==> config.mk <==
export PLATFORM = sky130hd
export DESIGN_NAME = active_power_energy_accumulator
export DESIGN_NICKNAME = d
export VERILOG_FILES = /design/src/design/energy_meter_pkg.sv /design/src/design/active_power_energy_accumulator.sv /design/src/design/power_lowpass_filter.sv
export SDC_FILE = /design/constraint.sdc
export NUM_CORES = 2
export LEC_CHECK = 0
export BUFFER_PORTS_ARGS = -buffer_cell sky130_fd_sc_hd__buf_2
export CORE_MARGIN = 5
export CORE_UTILIZATION = 33
export CTS_CLUSTER_DIAMETER = 60
export DETAILED_ROUTE_END_ITERATION = 10
export PLACE_DENSITY_LB_ADDON = 0.12
export SKIP_LAST_GASP = 1
export SYNTH_ARGS = -nofsm -noshare
export SYNTH_HDL_FRONTEND = slang
export SYNTH_SLANG_ARGS = --single-unit
export TNS_END_PERCENT = 50
==> constraint.sdc <==
create_clock -name clk -period 9 [get_ports clk]
set_input_delay 0.9 -clock clk [delete_from_list [all_inputs] [get_ports clk]]
set_output_delay 0.9 -clock clk [all_outputs]
set_load 0.01 [all_outputs]
==> src/design/energy_meter_pkg.sv <==
package energy_meter_pkg;

  // Clock and timing
  localparam int          CLK_PERIOD_NS    = 20;
  localparam int unsigned CLK_HZ           = 50_000_000;
  localparam int          ACC_PERIOD_NS    = 1100;
  localparam int          ACC_CYCLES       = (ACC_PERIOD_NS / CLK_PERIOD_NS < 1) ? 1
                                             : ACC_PERIOD_NS / CLK_PERIOD_NS;
  localparam int          ACC_CNT_W        = 6;
  localparam int unsigned WAVE_MAX_RATE_HZ = 27_900;
  localparam int unsigned WAVE_BASE_DEF    = CLK_HZ / WAVE_MAX_RATE_HZ;
  localparam int          WCNT_W           = 16;

  // Datapath widths
  localparam int CH_W       = 20;
  localparam int GAIN_W     = 12;
  localparam int GAIN_SHIFT = 12;
  localparam int FACT_W     = 14;
  localparam int PW_W       = 24;
  localparam int PROD_LSB   = 17;
  localparam int EN_W       = 40;
  localparam int LPF_SHIFT  = 8;
  localparam logic signed [FACT_W-1:0] GAIN_ONE = 14'sh1000;

  // Register map, byte addresses
  localparam int             ADDR_W        = 5;
  localparam logic [ADDR_W-1:0] OFS_ENERGY_LO = 5'h00;
  localparam logic [ADDR_W-1:0] OFS_ENERGY_HI = 5'h04;
  localparam logic [ADDR_W-1:0] OFS_WAVEFORM  = 5'h08;
  localparam logic [ADDR_W-1:0] OFS_MODE      = 5'h0C;
  localparam logic [ADDR_W-1:0] OFS_GAIN      = 5'h10;
  localparam logic [ADDR_W-1:0] OFS_STATUS    = 5'h14;
  localparam logic [ADDR_W-1:0] OFS_MASK      = 5'h18;

  // Mode register fields
  localparam int MODE_RATE_LSB = 11;
  localparam int MODE_SRC_LSB  = 13;
  localparam logic [1:0] WAVE_SRC_POWER = 2'h0;

  // Status and mask bit positions
  localparam int IRQ_W   = 4;
  localparam int ST_HALF = 0;
  localparam int ST_OVF  = 1;
  localparam int ST_UDF  = 2;
  localparam int ST_WAVE = 3;

  // Reset values
  localparam logic [GAIN_W-1:0] GAIN_RST   = 12'h000;
  localparam logic [1:0]        RATE_RST   = 2'h0;
  localparam logic [1:0]        SRC_RST    = 2'h0;
  localparam logic [IRQ_W-1:0]  MASK_RST   = 4'h0;
  localparam logic [EN_W-1:0]   ENERGY_RST = 40'h00_0000_0000;

endpackage : energy_meter_pkg

==> src/design/active_power_energy_accumulator.sv <==
`timescale 1ns/100ps
module active_power_energy_accumulator
  import energy_meter_pkg::*;
#(
  parameter int unsigned WAVE_BASE_CYCLES = WAVE_BASE_DEF
)
(
  input  wire logic                   clk,
  input  wire logic                   reset,
  input  wire logic                   sample_valid,
  input  wire logic signed [CH_W-1:0] current_sample,
  input  wire logic signed [CH_W-1:0] voltage_sample,
  input  wire logic [ADDR_W-1:0]      address,
  input  wire logic                   read,
  input  wire logic                   write,
  input  wire logic [31:0]            writedata,
  input  wire logic [3:0]             byteenable,
  output logic [31:0]                 readdata,
  output logic                        waitrequest,
  output logic                        irq_n_out,
  output logic                        irq_n_oe,
  output logic signed [PW_W-1:0]      active_power
);

  typedef struct packed {
    logic signed [CH_W:0]     scaled;
    logic                     scaled_valid;
    logic signed [PW_W-1:0]   inst_power;
    logic                     inst_valid;
    logic [ACC_CNT_W-1:0]     acc_cnt;
    logic signed [EN_W-1:0]   energy;
    logic [EN_W-33:0]         energy_hi_shadow;
    logic [PW_W-1:0]          wave;
    logic [WCNT_W-1:0]        wave_cnt;
    logic [1:0]               wave_rate;
    logic [1:0]               wave_src;
    logic [GAIN_W-1:0]        gain;
    logic [IRQ_W-1:0]         status;
    logic [IRQ_W-1:0]         mask;
    logic                     ack;
    logic [31:0]              rdata;
  } state_t;

  state_t st;
  state_t next_st;

  logic signed [PW_W-1:0]     filtered;
  logic signed [FACT_W-1:0]   gain_factor;
  logic signed [CH_W+FACT_W-1:0] scaled_full;
  logic signed [2*CH_W:0]     product;
  logic signed [EN_W-1:0]     power_ext;
  logic signed [EN_W-1:0]     sum;
  logic [IRQ_W-1:0]           events;
  logic [WCNT_W-1:0]          wave_period;
  logic                       wave_tick;
  logic                       bus_req;
  logic                       wr_done;
  logic [31:0]                be_mask;
  logic [31:0]                mode_word;
  logic [31:0]                wr_mode;
  logic [31:0]                wr_gain;
  logic [31:0]                wr_mask;

  power_lowpass_filter u_lpf (
    .clk      (clk),
    .reset    (reset),
    .in_valid (st.inst_valid),
    .in_data  (st.inst_power),
    .out_data (filtered)
  );

  // Byte-lane write merge
  function automatic logic [31:0] merge(input logic [31:0] old_val,
                                        input logic [31:0] new_val,
                                        input logic [31:0] lanes);
    merge = (old_val & ~lanes) | (new_val & lanes);
  endfunction : merge

  always_comb begin
    be_mask = {{8{byteenable[3]}}, {8{byteenable[2]}},
               {8{byteenable[1]}}, {8{byteenable[0]}}};
  end

  // Gain and instantaneous power
  always_comb begin
    gain_factor = GAIN_ONE + {{(FACT_W-GAIN_W){st.gain[GAIN_W-1]}}, st.gain};
    scaled_full = current_sample * gain_factor;
    product     = st.scaled * voltage_sample;
  end

  // Accumulation arithmetic
  always_comb begin
    power_ext = {{(EN_W-PW_W){filtered[PW_W-1]}}, filtered};
    sum       = st.energy + power_ext;
  end

  // Waveform rate
  always_comb begin
    wave_period = WCNT_W'(WAVE_BASE_CYCLES << st.wave_rate);
    wave_tick   = (st.wave_cnt == wave_period - 16'h0001);
  end

  // Bus handshake: one wait cycle then completion
  always_comb begin
    bus_req     = read | write;
    waitrequest = bus_req & ~st.ack;
    wr_done     = write & st.ack;
  end

  always_comb begin
    mode_word = 32'h0000_0000;
    mode_word[MODE_RATE_LSB +: 2] = st.wave_rate;
    mode_word[MODE_SRC_LSB +: 2]  = st.wave_src;
    wr_mode = merge(mode_word, writedata, be_mask);
    wr_gain = merge({20'h0_0000, st.gain}, writedata, be_mask);
    wr_mask = merge({28'h000_0000, st.mask}, writedata, be_mask);
  end

  always_comb begin
    next_st = st;
    events  = '0;

    // Pipeline of gain and multiply
    next_st.scaled_valid = sample_valid;
    if (sample_valid) begin
      next_st.scaled = scaled_full[CH_W+GAIN_SHIFT:GAIN_SHIFT];
    end
    next_st.inst_valid = st.scaled_valid;
    if (st.scaled_valid) begin
      next_st.inst_power = product[2*CH_W:PROD_LSB];
    end

    // Energy accumulation
    if (st.acc_cnt == ACC_CNT_W'(ACC_CYCLES - 1)) begin
      next_st.acc_cnt = '0;
      next_st.energy  = sum;
      if (!st.energy[EN_W-1] && !power_ext[EN_W-1] && sum[EN_W-1]) begin
        events[ST_OVF] = 1'b1;
      end
      if (st.energy[EN_W-1] && power_ext[EN_W-1] && !sum[EN_W-1]) begin
        events[ST_UDF] = 1'b1;
      end
      if ((st.energy[EN_W-1 -: 2] == 2'b00 && sum[EN_W-1 -: 2] == 2'b01) ||
          (st.energy[EN_W-1 -: 2] == 2'b11 && sum[EN_W-1 -: 2] == 2'b10)) begin
        events[ST_HALF] = 1'b1;
      end
    end else begin
      next_st.acc_cnt = st.acc_cnt + 6'h01;
    end

    // Waveform sampling of active power
    if (wave_tick) begin
      next_st.wave_cnt = '0;
      if (st.wave_src == WAVE_SRC_POWER && st.mask[ST_WAVE]) begin
        next_st.wave    = filtered;
        events[ST_WAVE] = 1'b1;
      end
    end else begin
      next_st.wave_cnt = st.wave_cnt + 16'h0001;
    end

    // Bus access
    next_st.ack = bus_req & ~st.ack;
    if (read && !st.ack) begin
      case (address)
        OFS_ENERGY_LO: begin
          next_st.rdata            = st.energy[31:0];
          next_st.energy_hi_shadow = st.energy[EN_W-1:32];
        end
        OFS_ENERGY_HI: begin
          next_st.rdata = {24'h00_0000, st.energy_hi_shadow};
        end
        OFS_WAVEFORM: begin
          next_st.rdata = {8'h00, st.wave};
        end
        OFS_MODE: begin
          next_st.rdata = mode_word;
        end
        OFS_GAIN: begin
          next_st.rdata = {20'h0_0000, st.gain};
        end
        OFS_STATUS: begin
          next_st.rdata = {28'h000_0000, st.status};
        end
        OFS_MASK: begin
          next_st.rdata = {28'h000_0000, st.mask};
        end
        default: begin
          next_st.rdata = 32'h0000_0000;
        end
      endcase
    end

    next_st.status = st.status;
    if (wr_done) begin
      case (address)
        OFS_MODE: begin
          next_st.wave_rate = wr_mode[MODE_RATE_LSB +: 2];
          next_st.wave_src  = wr_mode[MODE_SRC_LSB +: 2];
        end
        OFS_GAIN: begin
          next_st.gain = wr_gain[GAIN_W-1:0];
        end
        OFS_STATUS: begin
          next_st.status = st.status & ~(writedata[IRQ_W-1:0] & be_mask[IRQ_W-1:0]);
        end
        OFS_MASK: begin
          next_st.mask = wr_mask[IRQ_W-1:0];
        end
        default: begin
          next_st.status = st.status;
        end
      endcase
    end
    // Set wins over clear
    next_st.status = next_st.status | events;
  end

  always_ff @(posedge clk) begin
    if (reset) begin
      st           <= '0;
      st.energy    <= ENERGY_RST;
      st.gain      <= GAIN_RST;
      st.wave_rate <= RATE_RST;
      st.wave_src  <= SRC_RST;
      st.mask      <= MASK_RST;
    end else begin
      st <= next_st;
    end
  end

  // Open-drain active-low interrupt: pull low while an enabled flag is set
  assign irq_n_out    = 1'b0;
  assign irq_n_oe     = |(st.status & st.mask);
  assign readdata     = st.rdata;
  assign active_power = filtered;

endmodule : active_power_energy_accumulator

==> src/design/power_lowpass_filter.sv <==
`timescale 1ns/100ps
module power_lowpass_filter
  import energy_meter_pkg::*;
(
  input  wire logic                   clk,
  input  wire logic                   reset,
  input  wire logic                   in_valid,
  input  wire logic signed [PW_W-1:0] in_data,
  output logic signed [PW_W-1:0]      out_data
);

  typedef struct packed {
    logic signed [PW_W+LPF_SHIFT-1:0] acc;
  } lpf_state_t;

  lpf_state_t st;
  lpf_state_t next_st;

  // Single-pole IIR, keeps the dc part of the product
  always_comb begin
    next_st = st;
    if (in_valid) begin
      next_st.acc = st.acc + $signed({{LPF_SHIFT{in_data[PW_W-1]}}, in_data})
                  - (st.acc >>> LPF_SHIFT);
    end
  end

  always_ff @(posedge clk) begin
    if (reset) begin
      st <= '0;
    end else begin
      st <= next_st;
    end
  end

  assign out_data = st.acc[PW_W+LPF_SHIFT-1:LPF_SHIFT];

endmodule : power_lowpass_filter

==> out/qor_table.md <==
| Stage | Metric | Reported |
|---|---|---|
| clock tree | CTS tree | yes |
| die | Starting density of the core | 33.3% |
| clock tree | Buffers inserted by post-CTS timing repair | 0 |
| setup path | Startpoint class of the critical path | register |
| clock tree | H-tree depth | 2 |
| die | DIE AREA | 0.121 mm2 |
| clock tree | Number of hold-repair buffers added at the cts stage | 0 |
| timing | Final Hold Violating Endpoints | 0 |
| min path | Source of the worst hold timing path | readdata[24]$_SDFFE_PP0P_ |
| yosys | Post-synth EDFFs | 0 |
| global route | First-pass GRT wire length | 170000 um |
| yosys | Synthesized cell area | 0.0376 mm2 |
| timing | Fin. max-slew vios | 0 |
| clock tree | Clk sinks | 230 |
| setup path | Arrival time of the worst setup path | 8.05 ns |
| detailed routing | Metal1 wirelength | 50100 um |
| detailed routing | Detailed-routed wire length on met2 | 49400 um |
| detailed routing | Wire length per cell | 18.3 um |
| yosys | Most frequently used flop master after synthesis | sky130_fd_sc_hd__dfxtp_1 |
| detailed routing | Detail Route Antenna Nets | 0 |
| yosys | Main area contributors after synthesis | sky130_fd_sc_hd__fa_1 37%, sky130_fd_sc_hd__dfxtp_1 12%, sky130_fd_sc_hd__ha_1 9.4% |
| die | Floorplan die height | 347 um |
| yosys | Async S/R FF share, synth | 0% |
| setup path | R2r worst-path depth | 21 |
| flow run | Max Cap Violations | 0 |
| final layout | Fraction of final layout cells with drive strength greater than 1 | 6.48% |
| timing | Largest clock skew in the final design | 0.0270 ns |
| min path | Path type of the worst min-delay path | register to register |
| yosys | Count of distinct cell types in the synthesized netlist | 84 |
| timing | Transition time at the pin with the least slew margin | 1.24 ns |
| setup path | Type of destination of the critical path | register |
| yosys | Register bit count reported by yosys | 230 |
| yosys | Most instantiated cells after synthesis | 812 x sky130_fd_sc_hd__inv_1, 692 x sky130_fd_sc_hd__fa_1, 450 x sky130_fd_sc_hd__nand2_1, 340 x sky130_fd_sc_hd__and2_1, 282 x sky130_fd_sc_hd__ha_1 |
| power and ir drop | Total power per unit cell area | 264 mW/mm2 |
| global route | GRT Resource Usage Total | 17.6% |
| die | Placeable core region | 0.113 mm2 |
| setup path | Endpoint required time on the critical path | 9.43 ns |
| detailed routing | DR WL met3 | 3530 um |
| detailed routing | Overall via count from detail_route | 26989 |
| placement | Buffers added on ports | 124 |
| clock tree | Buffer levels on the longest clock path | 3 |
| placement | Placed wire-length estimate after detailed placement | 82700 um |
| setup path | CP max FO | 20 |
| die | Std cell rows | 123 |
| yosys | Synthesized instance count | 4208 |
| clock tree | Total CTS buffers | 37 |
| min path | Terminating pin of the worst hold path | readdata[24]$_SDFFE_PP0P_ |
| placement | Cell area after placement | 0.0393 mm2 |
| timing | Post-Route Setup TNS | 0 ns |
| clock tree | Post-cts resize count | 0 |
| timing | Period utilization | 84.7% |
| detailed routing | Total length of routed wires | 104000 um |
| power and ir drop | Power, Total | 0.0107 W |
| final layout | Area growth, synth to finish | 7.84% |
| final layout | Design Area, Final | 0.0405 mm2 |
| die | Floorplan die width | 347 um |
| timing | Minimum period implied by the final worst setup slack | 7.62 ns |
| global route | Via count of the first global-routing pass | 29520 |
| detailed routing | Vias per Instance | 4.74 |
| global route | Remaining Overflow, GRT | 0 |
| global route | Initial antenna violation count | 6 |
| setup path | Reg-to-reg slack, setup | 1.38 ns |
| timing | Worst slew margin relative to its limit | 17.2% |
| detailed routing | DRC violation count after routing | 0 |
| clock tree | Master cell of the clock root buffer | sky130_fd_sc_hd__clkbuf_16 |
| timing | Setup repair after global routing missed its margin | false |
| run status | Status | complete, no violations |
| setup path | Critical R2R Capture | st[172]$_SDFFE_PP0P_ |
| placement | RePlAce Congestion | 0.827 |
| global route | Largest net degree at the start of global routing | 66 |
| detailed routing | Uppermost routed layer | met4 |
| yosys | Mapped Avg Cell Area | 8.93 um2 |
| timing | Maximum clock rate | 131 MHz |
| yosys | Library cell with the largest summed area after synthesis | sky130_fd_sc_hd__fa_1 |
| clock tree | Clock latency reported for the late side of the worst-skew pair | 0.56 ns |
| clock tree | Clock-pin transition on the worst setup and hold timing paths | 0.05 ns |
| timing | Hold slack final | 0.451 ns |
| yosys | Post-synthesis sequential area ratio | 12.3% |
| die | # IOs | 145 |
| yosys | Portion of synthesized cell area occupied by the leading cell type | 36.9% |
| setup path | Startpoint of the worst register-to-register path | st[189]$_SDFFE_PP0P_ |
| setup path | Critical path class | register to register |
| detailed routing | 1st-iter DRT viols | 1367 |
| final layout | Net count reported at finish | 5228 |
| yosys | Yosys warnings | 0 |
| power and ir drop | Leakage power total | 19.5 nW |
| timing | Finish-stage setup viols | 0 |
| min path | Number of stages on the worst hold path | 2 |
| yosys | Most frequent cell after synthesis | sky130_fd_sc_hd__inv_1 |
| placement | Worst slack at placement | 0.955 ns |
| timing | Final critical-path setup slack | 1.38 ns |
| power and ir drop | Max IR drop VDD | 0.213 mV |
| detailed routing | DR pass1 iterations | 7 |
registers in the layout, indices dropped and copies added (netlist names), named ones only:
register / cells
u_lpf.st: 32
readdata: 32
next_st: 1
st: 145
stage by stage:
stage | util (%) | cells
floorplan | - | 4209
global placement | 34.9 | 5629
detailed placement | 34.9 | 5629
CTS | 35.9 | 5695
global route | 35.9 | 5695
finish | 35.9 | 5699
area by class of cell:
cell class / instances / area (um2)
clock inverters: 19 / 180
repair buffers: 174 / 1000
diodes: 4 / 10.0
inverters: 814 / 3060
flip-flops and latches: 230 / 4610
well taps: 1500 / 1880
clock buffers: 47 / 1010
multi-input cells: 2911 / 28800
fillers: 11829 / 72300
placed cells by master, fill, tap and decap left out, drive strengths merged, types with 14 or more instances in the layout:
cell type  instances
clkbuf            47
dfxtp            230
a21o              48
mux2i             82
a222oi            15
o21ai             70
buf              174
mux2              21
nor2             214
fa               692
and2             340
nand4             14
inv              815
nor2b             36
a22oi             24
a21oi            167
xnor2             76
nor3              22
o21a              17
nand3             49
a211oi            25
and3              14
nand2b            27
ha               282
xor2              58
nand2            450
routing by layer:
metal	track usage, %	vias up
li1	-	12873
met1	25.0	13739
met2	29.8	315
met3	2.15	62
met4	2.33	0
met5	0	-
critical path: stages, from the launching register on:
cell,delay (ns)
sky130_fd_sc_hd__dfxtp_1,1.14
sky130_fd_sc_hd__nand2_1,0.19
sky130_fd_sc_hd__fa_1,0.58
sky130_fd_sc_hd__inv_1,0.05
sky130_fd_sc_hd__fa_1,0.48
sky130_fd_sc_hd__fa_1,0.57
sky130_fd_sc_hd__fa_1,0.45
sky130_fd_sc_hd__fa_1,0.46
sky130_fd_sc_hd__fa_1,0.52
sky130_fd_sc_hd__inv_1,0.06
sky130_fd_sc_hd__fa_1,0.51
sky130_fd_sc_hd__inv_1,0.05
sky130_fd_sc_hd__ha_1,0.35
sky130_fd_sc_hd__a21o_1,0.20
sky130_fd_sc_hd__a21o_1,0.16
sky130_fd_sc_hd__a21oi_1,0.15
sky130_fd_sc_hd__o21ai_1,0.07
sky130_fd_sc_hd__a221o_1,0.37
sky130_fd_sc_hd__a22o_1,0.23
sky130_fd_sc_hd__a211oi_1,0.41
sky130_fd_sc_hd__nor2b_1,0.12
sky130_fd_sc_hd__a311o_1,0.36
worst max path at each step:
| stage | from | end | depth (start not counted) |
|---|---|---|---|
| 2_1_floorplan | voltage_sample[2] | st[175]$_SDFFE_PP0P_ | 25 |
| 3_3_place_gp | voltage_sample[4] | st[175]$_SDFFE_PP0P_ | 25 |
| 3_5_place_dp | voltage_sample[5] | st[175]$_SDFFE_PP0P_ | 25 |
| 4_1_cts | st[189]$_SDFFE_PP0P_ | st[172]$_SDFFE_PP0P_ | 21 |
| 5_1_grt | st[189]$_SDFFE_PP0P_ | st[173]$_SDFFE_PP0P_ | 22 |
| 6_report | st[189]$_SDFFE_PP0P_ | st[172]$_SDFFE_PP0P_ | 21 |
power by group:
part | switching (W) | internal (W)
Clock | 0.000552 | 0.000838
Combinational | 0.00471 | 0.00327
Sequential | 0.000205 | 0.00111
kinds of logic after synthesis:
logic type / after synthesis / synth area share, %
xor+xnor: 134 / 3.12
mux: 103 / 2.81
buf+inv: 1068 / 11.2
flops: 230 / 12.3
fa+ha+maj: 974 / 46.3
compound gates: 482 / 8.54
simple gates: 1216 / 15.8
other cells: 1 / 0.00998
Power figures use the tool's default switching activity.
